$ cat config.mk
export PLATFORM = sky130hd
export DESIGN_NAME = lrs_locality_status
export DESIGN_NICKNAME = d
export VERILOG_FILES = /design/src/hw/lrs_pkg.sv /design/src/hw/lrs_decode.sv /design/src/hw/lrs_grant_timer.sv /design/src/hw/lrs_locality_status.sv
export SDC_FILE = /design/constraint.sdc
export NUM_CORES = 1
export LEC_CHECK = 0
export BUFFER_PORTS_ARGS = -buffer_cell sky130_fd_sc_hd__buf_4
export CAP_MARGIN = 20
export CORE_MARGIN = 2
export CORE_UTILIZATION = 48
export CTS_BUF_LIST = sky130_fd_sc_hd__clkbuf_2 sky130_fd_sc_hd__clkbuf_4 sky130_fd_sc_hd__clkbuf_8
export DETAILED_ROUTE_END_ITERATION = 7
export PLACE_DENSITY = 0.79
export SETUP_SLACK_MARGIN = 0.4
export SLEW_MARGIN = 0
export SYNTH_ARGS = -nofsm -noshare
export SYNTH_HDL_FRONTEND = slang
export SYNTH_HIERARCHICAL = 1
export SYNTH_SLANG_ARGS = --single-unit
$ cat constraint.sdc
create_clock -name CLOCK_IN -period 1.9 [get_ports CLOCK_IN]
set_input_delay 0.095 -clock CLOCK_IN [delete_from_list [all_inputs] [get_ports CLOCK_IN]]
set_output_delay 0.095 -clock CLOCK_IN [all_outputs]
set_load 0.05 [all_outputs]
$ cat src/hw/lrs_pkg.sv
// lrs_pkg: constants and carriers for the locality request and command status block.
// assumes a single 200 MHz clock domain and a plain strobe register port.
package lrs_pkg;

    // ****************************************
    // geometry and register map
    // ****************************************
    localparam int NUM_LOC = 5;
    localparam int LOC_W = 3;
    localparam int ADDR_W = 16;
    localparam int DATA_W = 32;
    // each locality owns a 4 KiB page; register offset within the page
    localparam int LOC_SHIFT = 12;
    localparam logic [11:0] OFF_ACCESS = 12'h000;
    localparam logic [11:0] OFF_STATUS = 12'h018;
    localparam logic [11:0] OFF_FIFO = 12'h024;

    // ****************************************
    // access register fields
    // ****************************************
    localparam int ACC_VALID = 7;
    localparam int ACC_GRANTED = 5;
    localparam int ACC_WAITING = 2;
    localparam int ACC_REQUEST = 1;
    localparam int ACC_ESTAB = 0;

    // ****************************************
    // status register fields
    // ****************************************
    localparam int STS_CLR_ESTAB = 25;
    localparam int STS_STS_VALID = 7;
    localparam int STS_CMD_READY = 6;
    localparam int STS_EXECUTE = 5;
    localparam int STS_RESP_AVAIL = 4;
    localparam logic [DATA_W-1:0] STS_WRITABLE = 32'h0200_0060;

    // localities allowed to clear the established flag
    localparam logic [LOC_W-1:0] LOC_THREE = 3'h3;
    localparam logic [LOC_W-1:0] LOC_FOUR = 3'h4;

    // ****************************************
    // timing
    // ****************************************
    localparam int CLK_PERIOD_PS = 5000;
    localparam int GRANT_TIMEOUT_US = 750;
    localparam int GRANT_TIMEOUT_CYC = (GRANT_TIMEOUT_US * 1000000) / CLK_PERIOD_PS;
    localparam int EXEC_CYC_DEFAULT = 16;
    localparam int CNT_W = 20;

    typedef enum logic [2:0] {
        LRS_IDLE,
        LRS_READY,
        LRS_RECEIVE,
        LRS_EXECUTE,
        LRS_COMPLETE
    } lrs_state_t;

    typedef struct packed {
        logic wr;
        logic rd;
        logic [ADDR_W-1:0] addr;
        logic [DATA_W-1:0] wdata;
    } lrs_bus_t;

    // one decoded write, split by locality and register
    typedef struct packed {
        logic access_wr;
        logic status_wr;
        logic fifo_wr;
        logic [LOC_W-1:0] loc;
        logic [DATA_W-1:0] data;
    } lrs_wreq_t;

endpackage : lrs_pkg

$ cat src/hw/lrs_decode.sv
// lrs_decode: splits a register port write into locality, register and data.
// assumes address bits above the locality page field are already filtered.
`timescale 1ns/1ps
module lrs_decode (
    input wire lrs_pkg::lrs_bus_t bus_in,
    output lrs_pkg::lrs_wreq_t wreq_out,
    output logic [lrs_pkg::LOC_W-1:0] loc_out,
    output logic loc_ok_out
);
    logic [11:0] off;

    always_comb begin
        off = bus_in.addr[11:0];
        loc_out = bus_in.addr[lrs_pkg::LOC_SHIFT +: lrs_pkg::LOC_W];
        loc_ok_out = (32'(loc_out) < lrs_pkg::NUM_LOC);
        wreq_out.loc = loc_out;
        wreq_out.data = bus_in.wdata;
        wreq_out.access_wr = bus_in.wr && loc_ok_out && (off == lrs_pkg::OFF_ACCESS);
        wreq_out.status_wr = bus_in.wr && loc_ok_out && (off == lrs_pkg::OFF_STATUS);
        wreq_out.fifo_wr = bus_in.wr && loc_ok_out && (off == lrs_pkg::OFF_FIFO);
    end
endmodule : lrs_decode

$ cat src/hw/lrs_grant_timer.sv
// lrs_grant_timer: counts cycles while a deadline is pending, flags expiry.
// assumes run_in is a level that stays high while the wait lasts.
`timescale 1ns/1ps
module lrs_grant_timer #(
    parameter int LIMIT = lrs_pkg::GRANT_TIMEOUT_CYC
) (
    input wire logic clk_in,
    input wire logic rst_in,
    input wire logic run_in,
    output logic expired_out
);
    logic [lrs_pkg::CNT_W-1:0] cnt_reg;

    always_ff @(posedge clk_in or posedge rst_in) begin
        if (rst_in) begin
            cnt_reg <= '0;
        end else if (!run_in) begin
            cnt_reg <= '0;
        end else if (32'(cnt_reg) < LIMIT) begin
            cnt_reg <= cnt_reg + 1'b1;
        end
    end

    assign expired_out = (32'(cnt_reg) >= LIMIT);
endmodule : lrs_grant_timer

$ cat src/hw/lrs_locality_status.sv
// lrs_locality_status: locality request/grant fields, launch established flag and the
// command status state machine behind a per-locality register page.
// assumes a strobe register port with read data one cycle later, and a nonvolatile
// cell outside that holds the established flag across power and reset.
// Contract
// - a write of one to request sets only the writing locality's request flag.
// - a repeated write of one to a set request flag changes nothing.
// - request flag clears when that locality is granted.
// - a granted-field write of one from a waiting locality cancels its request.
// - writes of zero to request never clear it.
// - while access valid reads one, established reads its true value.
// - while access valid reads zero, established never reads a false one.
// - launch hash finish clears a set established flag within grant timeout.
// - a cleared established flag stays zero until a clear command write.
// - a zero established flag survives power and reset via nonvolatile cell.
// - one established flag, identical in every locality's access register.
// - status writes with more than one set field are discarded whole.
// - status fields written as zero cause no action.
// - reception runs from first fifo byte after ready until execute write.
// - execution runs from execute until response available, unless aborted.
// - completion runs from response available until a command-ready write.
// - idle follows completion plus ready write, locality change, abort, init; here a ready write in completion goes straight to ready.
// - ready write prepares in idle, aborts in execution, frees after completion.
// - the first ready write after completion also makes the device ready.
// - with no locality active, a request is granted within the grant timeout.
// - a request sets the waiting indication for every other locality.
// - clear-established command acts only from locality three or four.
`timescale 1ns/1ps
module lrs_locality_status #(
    parameter int NUM_LOC = lrs_pkg::NUM_LOC,
    parameter int EXEC_CYC = lrs_pkg::EXEC_CYC_DEFAULT
) (
    input wire logic CLOCK_IN,
    input wire logic RESET_IN,
    input wire logic INIT_IN,
    input wire logic [lrs_pkg::ADDR_W-1:0] ADDR_IN,
    input wire logic [lrs_pkg::DATA_W-1:0] WDATA_IN,
    input wire logic WR_IN,
    input wire logic RD_IN,
    output logic [lrs_pkg::DATA_W-1:0] RDATA_OUT,
    input wire logic HASH_FINISH_IN,
    input wire logic NV_ESTAB_IN,
    input wire logic NV_VALID_IN,
    output logic NV_WRITE_OUT,
    output logic NV_ESTAB_OUT,
    output logic [lrs_pkg::LOC_W-1:0] ACTIVE_LOC_OUT,
    output logic ACTIVE_VALID_OUT,
    output lrs_pkg::lrs_state_t STATE_OUT
);

    // ****************************************
    // decode
    // ****************************************
    lrs_pkg::lrs_bus_t bus;
    lrs_pkg::lrs_wreq_t wreq;
    logic [lrs_pkg::LOC_W-1:0] rd_loc;
    logic rd_loc_ok;

    assign bus.wr = WR_IN;
    assign bus.rd = RD_IN;
    assign bus.addr = ADDR_IN;
    assign bus.wdata = WDATA_IN;

    lrs_decode u_decode (
        .bus_in(bus),
        .wreq_out(wreq),
        .loc_out(rd_loc),
        .loc_ok_out(rd_loc_ok)
    );

    function automatic logic one_hot_or_zero(input logic [lrs_pkg::DATA_W-1:0] v);
        return ((v & (v - 32'h0000_0001)) == 32'h0000_0000);
    endfunction : one_hot_or_zero

    // ****************************************
    // locality request and grant
    // ****************************************
    logic [NUM_LOC-1:0] request_reg;
    logic [NUM_LOC-1:0] waiting_reg;
    logic [lrs_pkg::LOC_W-1:0] active_loc_reg;
    logic active_valid_reg;
    logic [NUM_LOC-1:0] wr_loc_onehot;
    logic acc_req_wr;
    logic acc_rel_wr;
    logic rel_by_active;
    logic cancel_wr;
    logic grant_now;
    logic [lrs_pkg::LOC_W-1:0] grant_loc;
    logic [NUM_LOC-1:0] request_next;
    logic [NUM_LOC-1:0] waiting_next;

    always_comb begin
        wr_loc_onehot = '0;
        wr_loc_onehot[wreq.loc] = 1'b1;
    end

    assign acc_req_wr = wreq.access_wr && wreq.data[lrs_pkg::ACC_REQUEST];
    assign acc_rel_wr = wreq.access_wr && wreq.data[lrs_pkg::ACC_GRANTED];
    assign rel_by_active = acc_rel_wr && active_valid_reg && (wreq.loc == active_loc_reg);
    assign cancel_wr = acc_rel_wr && !rel_by_active && request_reg[wreq.loc];

    // highest-numbered pending locality wins; grant happens the cycle after it is free
    always_comb begin
        grant_now = 1'b0;
        grant_loc = '0;
        for (int i = 0; i < NUM_LOC; i++) begin
            if (request_reg[i]) begin
                grant_now = !active_valid_reg;
                grant_loc = lrs_pkg::LOC_W'(i);
            end
        end
    end

    always_comb begin
        request_next = request_reg;
        if (grant_now) begin
            request_next[grant_loc] = 1'b0;
        end
        if (cancel_wr) begin
            request_next[wreq.loc] = 1'b0;
        end
        // zero writes fall through untouched, and a held one is simply kept
        if (acc_req_wr && !request_reg[wreq.loc] && !(active_valid_reg && wreq.loc == active_loc_reg)) begin
            request_next[wreq.loc] = 1'b1;
        end
        waiting_next = '0;
        for (int i = 0; i < NUM_LOC; i++) begin
            waiting_next = waiting_next | (request_next[i] ? ~(NUM_LOC'(1) << i) : '0);
        end
    end

    always_ff @(posedge CLOCK_IN or posedge RESET_IN) begin
        if (RESET_IN) begin
            request_reg <= '0;
            waiting_reg <= '0;
        end else if (INIT_IN) begin
            request_reg <= '0;
            waiting_reg <= '0;
        end else begin
            request_reg <= request_next;
            waiting_reg <= waiting_next;
        end
    end

    always_ff @(posedge CLOCK_IN or posedge RESET_IN) begin
        if (RESET_IN) begin
            active_valid_reg <= 1'b0;
            active_loc_reg <= '0;
        end else if (INIT_IN) begin
            active_valid_reg <= 1'b0;
            active_loc_reg <= '0;
        end else if (grant_now) begin
            active_valid_reg <= 1'b1;
            active_loc_reg <= grant_loc;
        end else if (rel_by_active) begin
            active_valid_reg <= 1'b0;
        end
    end

    // ****************************************
    // launch established flag
    // ****************************************
    // the live copy mirrors the nonvolatile cell; until that cell reports valid the
    // flag reads zero, which is always a permitted answer
    logic estab_reg;
    logic estab_loaded_reg;
    logic hash_pending_reg;
    logic hash_expired;
    logic sts_ok;
    logic clear_estab;

    assign sts_ok = wreq.status_wr && one_hot_or_zero(wreq.data & lrs_pkg::STS_WRITABLE);
    assign clear_estab = sts_ok && wreq.data[lrs_pkg::STS_CLR_ESTAB]
        && (wreq.loc == lrs_pkg::LOC_THREE || wreq.loc == lrs_pkg::LOC_FOUR);

    lrs_grant_timer #(
        .LIMIT(lrs_pkg::GRANT_TIMEOUT_CYC)
    ) u_hash_timer (
        .clk_in(CLOCK_IN),
        .rst_in(RESET_IN),
        .run_in(hash_pending_reg),
        .expired_out(hash_expired)
    );

    always_ff @(posedge CLOCK_IN or posedge RESET_IN) begin
        if (RESET_IN) begin
            estab_loaded_reg <= 1'b0;
        end else if (NV_VALID_IN) begin
            estab_loaded_reg <= 1'b1;
        end
    end

    always_ff @(posedge CLOCK_IN or posedge RESET_IN) begin
        if (RESET_IN) begin
            estab_reg <= 1'b0;
            hash_pending_reg <= 1'b0;
        end else if (!estab_loaded_reg) begin
            estab_reg <= NV_VALID_IN ? NV_ESTAB_IN : 1'b0;
            hash_pending_reg <= 1'b0;
        end else if (HASH_FINISH_IN && estab_reg) begin
            estab_reg <= 1'b0;
            hash_pending_reg <= 1'b1;
        end else if (clear_estab) begin
            estab_reg <= 1'b1;
            hash_pending_reg <= 1'b0;
        end else if (hash_expired) begin
            hash_pending_reg <= 1'b0;
        end
    end

    // nonvolatile write-back on each change of the live copy
    always_ff @(posedge CLOCK_IN or posedge RESET_IN) begin
        if (RESET_IN) begin
            NV_WRITE_OUT <= 1'b0;
            NV_ESTAB_OUT <= 1'b1;
        end else begin
            NV_WRITE_OUT <= estab_loaded_reg && ((HASH_FINISH_IN && estab_reg) || clear_estab);
            NV_ESTAB_OUT <= !(HASH_FINISH_IN && estab_reg) && (clear_estab || estab_reg);
        end
    end

    // ****************************************
    // command status state machine
    // ****************************************
    lrs_pkg::lrs_state_t state_reg;
    lrs_pkg::lrs_state_t state_next;
    logic [lrs_pkg::CNT_W-1:0] exec_cnt_reg;
    logic resp_avail_reg;
    logic from_active;
    logic ready_wr;
    logic exec_wr;
    logic fifo_wr;
    logic loc_change;
    logic exec_done;

    assign from_active = active_valid_reg && (wreq.loc == active_loc_reg);
    assign ready_wr = sts_ok && from_active && wreq.data[lrs_pkg::STS_CMD_READY];
    assign exec_wr = sts_ok && from_active && wreq.data[lrs_pkg::STS_EXECUTE];
    assign fifo_wr = wreq.fifo_wr && from_active;
    assign loc_change = grant_now || rel_by_active;
    assign exec_done = (32'(exec_cnt_reg) >= EXEC_CYC - 1);

    always_comb begin
        state_next = state_reg;
        unique case (state_reg)
            lrs_pkg::LRS_IDLE: begin
                if (ready_wr) begin
                    state_next = lrs_pkg::LRS_READY;
                end
            end
            lrs_pkg::LRS_READY: begin
                if (fifo_wr) begin
                    state_next = lrs_pkg::LRS_RECEIVE;
                end
            end
            lrs_pkg::LRS_RECEIVE: begin
                if (exec_wr) begin
                    state_next = lrs_pkg::LRS_EXECUTE;
                end else if (ready_wr) begin
                    state_next = lrs_pkg::LRS_IDLE;
                end
            end
            lrs_pkg::LRS_EXECUTE: begin
                if (ready_wr) begin
                    state_next = lrs_pkg::LRS_IDLE;
                end else if (exec_done) begin
                    state_next = lrs_pkg::LRS_COMPLETE;
                end
            end
            lrs_pkg::LRS_COMPLETE: begin
                if (ready_wr) begin
                    state_next = lrs_pkg::LRS_READY;
                end
            end
        endcase
        if (loc_change) begin
            state_next = lrs_pkg::LRS_IDLE;
        end
    end

    always_ff @(posedge CLOCK_IN or posedge RESET_IN) begin
        if (RESET_IN) begin
            state_reg <= lrs_pkg::LRS_IDLE;
        end else if (INIT_IN) begin
            state_reg <= lrs_pkg::LRS_IDLE;
        end else begin
            state_reg <= state_next;
        end
    end

    // execution is modelled as a fixed latency; the real engine sits elsewhere
    always_ff @(posedge CLOCK_IN or posedge RESET_IN) begin
        if (RESET_IN) begin
            exec_cnt_reg <= '0;
        end else if (state_reg != lrs_pkg::LRS_EXECUTE) begin
            exec_cnt_reg <= '0;
        end else if (!exec_done) begin
            exec_cnt_reg <= exec_cnt_reg + 1'b1;
        end
    end

    always_ff @(posedge CLOCK_IN or posedge RESET_IN) begin
        if (RESET_IN) begin
            resp_avail_reg <= 1'b0;
        end else begin
            resp_avail_reg <= (state_next == lrs_pkg::LRS_COMPLETE);
        end
    end

    // ****************************************
    // read path
    // ****************************************
    always_ff @(posedge CLOCK_IN or posedge RESET_IN) begin
        if (RESET_IN) begin
            RDATA_OUT <= '0;
        end else if (RD_IN && rd_loc_ok && ADDR_IN[11:0] == lrs_pkg::OFF_ACCESS) begin
            RDATA_OUT <= '0;
            RDATA_OUT[lrs_pkg::ACC_VALID] <= estab_loaded_reg;
            RDATA_OUT[lrs_pkg::ACC_GRANTED] <= active_valid_reg && (active_loc_reg == rd_loc);
            RDATA_OUT[lrs_pkg::ACC_WAITING] <= waiting_reg[rd_loc];
            RDATA_OUT[lrs_pkg::ACC_REQUEST] <= request_reg[rd_loc];
            RDATA_OUT[lrs_pkg::ACC_ESTAB] <= estab_reg && estab_loaded_reg;
        end else if (RD_IN && rd_loc_ok && ADDR_IN[11:0] == lrs_pkg::OFF_STATUS) begin
            RDATA_OUT <= '0;
            RDATA_OUT[lrs_pkg::STS_STS_VALID] <= 1'b1;
            RDATA_OUT[lrs_pkg::STS_CMD_READY] <= (state_reg == lrs_pkg::LRS_READY);
            RDATA_OUT[lrs_pkg::STS_RESP_AVAIL] <= resp_avail_reg;
        end else begin
            RDATA_OUT <= '0;
        end
    end

    assign ACTIVE_LOC_OUT = active_loc_reg;
    assign ACTIVE_VALID_OUT = active_valid_reg;
    assign STATE_OUT = state_reg;
endmodule : lrs_locality_status

==> metrics.cfg, run 1 <==
[status]
run_status=finished, violations left
violations=setup timing

[floorplanning]
fp.dieW_um=80.3
die_area_mm2=0.00644
initial_core_util=0.501
pin_count=97
rows=27
dieHeight_um=80.3
core-area_mm2=0.00557

[cells_and_area]
final_cells=429
drive_gt1_frac=0.415
area_delta_synth_final_pct=29.2
layout_common_cells=buf_4, dfrtp_1, conb_1
n_fill_cell=465
final_common_cell=buf_4
stdcell_area_mm2=0.00361
n_antenna_cell=0
num-nets-final=413
post-route-util=0.647
largest_reg_flops=20

[critical_path]
cp_slowest_cell=dfrtp_1
critPathKind=reg2reg
cp-start-kind=register
crit_family=simple AND/OR/NAND/NOR gates
worst-path-buf-inv=0
rrSetupSlack_ns=-0.05
worst_setup_path_end_kind=register
cp_data_arrival_time_ns=2.21
path_max_fanout=2
required_ns=2.15
crit_top_cell=a31oi_4
max_stage_delay_ns=0.41
path_cells=nor4_2 > nand4_1 > a31oi_4 > or3b_4 > a31oi_4 > and2_1

[global_routing]
grt_overflow=0
grt_max_degree=28
antenna_found_initial=0
grt_pass1_vias=2310
grt_first_pass_wirelength_um=10800
grtUsageTotal=0.216

[drt]
drt-pass1-iter-count=4
vias_per_cell=5.44
drc=0
wl_per_cell_um=15.7
drtIter0Drc=150
drt_wl_total_um=6740
vias=2335
antenna_left=0

[pwr]
p_per_area_mw_per_mm2=580
vdd_drop_max_uv=395
p_leak_nw=1.77

[sta]
final-max-slew-violation-count=0
hold_violations=0
rsz0062_at_grt=true
setup_slack_ns=-0.0526
max-slew-margin-rel=0.616
finalSetupViolCount=2
clock_skew_ns=0.00349
max_freq_ghz=0.512
period_needed_ns=1.95
min_period_over_period=1.03
worstMarginPinSlew_ns=0.575

[logic_synthesis]
synth_warnings=6
synth_area_per_cell_um2=9.69
syn_area_mm2=0.00279
synth_cells=288

[placed_design]
port-buffer-count=42
hpwl_um=4580
dpl_cell_area_mm2=0.00321
placed_cells=407
gp_congestion=0.837

[clocking]
clk_latency_ns=0.31
numClockSinks=49
tritoncts=done
cts.clk_slew.worst_paths_ns=0.09
clockBufferDepth=2
cts_buffers=5
htreeDepth=2
cts-root-buf=clkbuf_8

[min_path]
hp-class=in2reg

[run]
maxCapViolCount=0

==> final cells by class <==
| class | instances | area [µm²] | share of cell area |
|---|---|---|---|
| multi-input cells | 204 | 1470 | 0.407 |
| flip-flops and latches | 49 | 1240 | 0.343 |
| repair buffers | 85 | 657 | 0.182 |
| well taps | 72 | 90.1 | 0.0250 |
| clock buffers | 5 | 68.8 | 0.0191 |
| clock inverters | 3 | 43.8 | 0.0121 |
| inverters | 11 | 41.3 | 0.0115 |
==> metrics by stage <==
step           total power [mW]  hold WS [ns]  setup slack (ns)  setup TNS [ns]
3_3_place_gp               1.32         0.174            -0.108          -0.913
2_1_floorplan              1.30         0.169           -0.0576          -0.277
4_1_cts                    2.09        0.0469            0.0109               0
6_report                   2.09        0.0452           -0.0526         -0.0722
3_5_place_dp               1.32         0.186            -0.131           -1.18
5_1_grt                    2.17        0.0488           -0.0890          -0.228
==> path summary, 6_finish.rpt <==
kind                            depth (start not counted)          endpoint             from
max in group asynchronous                               4    request_reg[4]         RESET_IN
worst min-delay path                                    3         estab_reg      NV_ESTAB_IN
worst min register to register                          2      RDATA_OUT[4]   resp_avail_reg
worst max-delay path                                    6      STATE_OUT[0]  exec_cnt_reg[7]
min in group asynchronous                               3  estab_loaded_reg         RESET_IN
worst max register to register                          6      STATE_OUT[0]  exec_cnt_reg[7]
==> worst min-delay path: cells and delay by family <==
kind / cells / cell delay (ns)
buffers and inverters: 1 / 0.11
AO/OA/AOI/OAI: 1 / 0.07
AND/OR/NAND/NOR: 1 / 0.04
==> repair_timing <==
action | 4_1_cts | 5_1_grt
hold buffers | 3 | 0
resized for setup | 19 | 18
pin swaps | 13 | 11
buffers inserted | 6 | 5
endpoints found under the setup margin | 18 | 19
hold endpoints to repair | 26 | 0
==> per-layer routing <==
| layer | share of wire | vias to the layer above | track usage |
|---|---|---|---|
| met2 | 0.53 | 75 | 0.379 |
| met4 | 0.013 | 0 | 0.0763 |
| li1 | - | 1089 | - |
| met5 | 0 | - | 0 |
| met1 | 0.41 | 1162 | 0.263 |
| met3 | 0.046 | 9 | 0.0404 |
==> power by group <==
group	leakage (nW)	internal, mW	switching [mW]
registers	0.663	1.04	0.00000363
logic	1.05	0.0772	0.196
clock network	0.0585	0.395	0.382
Note: power is estimated with default switching activity, not from simulation.
==> inputs of run 2 (changes only) <==
--- a/config.mk
+++ b/config.mk
@@ -5,13 +5,13 @@
 export SDC_FILE = /design/constraint.sdc
 export NUM_CORES = 1
 export LEC_CHECK = 0
-export BUFFER_PORTS_ARGS = -buffer_cell sky130_fd_sc_hd__buf_4
 export CAP_MARGIN = 20
 export CORE_MARGIN = 2
-export CORE_UTILIZATION = 48
+export CORE_UTILIZATION = 50
 export CTS_BUF_LIST = sky130_fd_sc_hd__clkbuf_2 sky130_fd_sc_hd__clkbuf_4 sky130_fd_sc_hd__clkbuf_8
 export DETAILED_ROUTE_END_ITERATION = 7
-export PLACE_DENSITY = 0.79
+export DONT_BUFFER_PORTS = 1
+export PLACE_DENSITY = 0.68
 export SETUP_SLACK_MARGIN = 0.4
 export SLEW_MARGIN = 0
 export SYNTH_ARGS = -nofsm -noshare
==> run 2 against run 1 <==
Compared with the run above:
- the run now ends clean
- combinational power fell by 27%
- sequential power barely moved
- via count fell by 7.5%
- clock skew rose by 0.0062 ns
- largest cell class unchanged
- largest power group unchanged
==> metrics.cfg, run 2 (synthesis results as in run 1) <==
[status]
run_status=finished clean

[cells_and_area]
multi_input_area_mm2=0.00147
n_antenna_cell=0
area_delta_synth_final_pct=18.6
n_fill_cell=422
final_common_cell=dfrtp_1
layout_common_cells=dfrtp_1, buf_4, conb_1
post-route-util=0.609
seqCellArea_mm2=0.00124
num-nets-final=373
drive_gt1_frac=0.303
largest_reg_flops=20

[floorplanning]
core-area_mm2=0.00544
die_area_mm2=0.00620
pin_count=97
fp.dieW_um=78.7
dieHeight_um=78.7
rows=27
initial_core_util=0.513

[drt]
vias=2161
drt_wl_total_um=6240
wl_per_cell_um=16.0
drc=0
antenna_left=0
drt-pass1-iter-count=4
drtIter0Drc=125
vias_per_cell=5.56

[critical_path]
critPathKind=reg2reg
timing.rr.end=waiting_reg[0]
cp_data_arrival_time_ns=2.07
required_ns=2.07
rrSetupSlack_ns=0.005
r2r_cells=7
worstSetupStartpoint=ACTIVE_VALID_OUT
path_max_fanout=7
worst_setup_path_end_kind=register
r2r_start=ACTIVE_VALID_OUT
cp-start-kind=register
critPathCapture=waiting_reg[0]

[pwr]
power.internal_mw=1.35
power.switching_mw=0.526
p_per_area_mw_per_mm2=566
power_frac_comb=0.106
p_seq_frac=0.556
vdd_drop_max_uv=314
total_power_mw=1.87
p_clk_frac=0.338
switching_share=0.281
p_leak_nw=1.56

[sta]
final-max-slew-violation-count=0
timing.hold.ws_ns=0.00564
worstMarginPinSlew_ns=0.647
period_needed_ns=1.89
max_freq_ghz=0.528
rsz0062_at_grt=true
finalSetupViolCount=0
hold_violations=0
max-slew-margin-rel=0.568
min_period_over_period=0.997
clock_skew_ns=0.00964

[clocking]
tritoncts=done
clk_latency_ns=0.31
cts.clk_slew.worst_paths_ns=0.09
clockBufferDepth=2
htreeDepth=2
numClockSinks=49
cts_buffers=5
cts-root-buf=clkbuf_8

[placed_design]
hpwl_um=4150
gp_congestion=0.863
port-buffer-count=0

[global_routing]
grt_first_pass_wirelength_um=9780
grt_pass1_vias=2035
grt_max_degree=26
grt_overflow=0
antenna_found_initial=0
grtUsageTotal=0.202

[min_path]
hp-class=in2reg
worstHoldStart=ADDR_IN[4]

[run]
maxCapViolCount=0

## run 2: cell count changes in the layout (fill, tap and decap cells not counted), sizes merged
cell	change
buf	-46
dlygate4sd3	+6
clkinvlp	+1
bufinv	-1
## run 2: worst min-delay path by stage
stage | endpoint | slack (ns) | depth (start not counted)
2_1_floorplan | NV_ESTAB_OUT | 0.17 | 1
3_3_place_gp | exec_cnt_reg[4] | -0.1 | 1
3_5_place_dp | exec_cnt_reg[12] | -0.09 | 1
4_1_cts | RDATA_OUT[6] | 0.005 | 2
5_1_grt | RDATA_OUT[4] | 0.01 | 2
6_report | RDATA_OUT[4] | 0.006 | 2
## run 2: what timing repair did
action / CTS / global route
endpoints found under the hold margin: 66 / 0
gates resized for setup: 12 / 23
hold buffers: 9 / 0
buffers inserted: 5 / 7
setup endpoints to repair: 18 / 18
gates cloned: 0 / 0
pin swaps: 14 / 8
## run 2: cell type report
class	instances	area share
Multi-Input combinational cell	204	0.445
Clock buffer	5	0.0208
Timing Repair Buffer	45	0.113
Tap cell	72	0.0272
Inverter	11	0.0125
Sequential cell	49	0.374
Clock inverter	3	0.00756
## run 2: worst max-delay path, cell delays in order (launching register included)
cell and delay, ns:
dfrtp_2 0.44, buf_6 0.12, and4_4 0.21, nor4bb_2 0.25, buf_4 0.22, a31oi_4 0.13, a211oi_4 0.30, a21oi_2 0.09
## run 2: power by group through the flow
stage               Combinational [mW]  Clock [mW]  Sequential (mW)
finish                           0.199       0.633             1.04
global route                     0.213       0.694             1.04
CTS                              0.195       0.653             1.04
detailed placement               0.173           0             1.06
global placement                 0.171           0             1.06
floorplan                        0.233           0             1.06
## run 2: through the flow
| step | setup TNS [ns] | setup WS (ns) | std cells | cell area, µm² |
|---|---|---|---|---|
| global placement | -0.614 | -0.114 | 360 | 2860 |
| finish | 0 | 0.00540 | 389 | 3310 |
| detailed placement | -0.606 | -0.129 | 360 | 2860 |
| floorplan | -0.277 | -0.0576 | 312 | 2930 |
| global route | -0.348 | -0.0636 | 389 | 3310 |
| CTS | 0 | 0.0382 | 382 | 3140 |
## run 2: metal layers
metal  global-route usage  wire length [µm]
met1                0.262              2620
met3               0.0523               355
met5                    0                 0
met2                0.329              3150
met4               0.0719               116
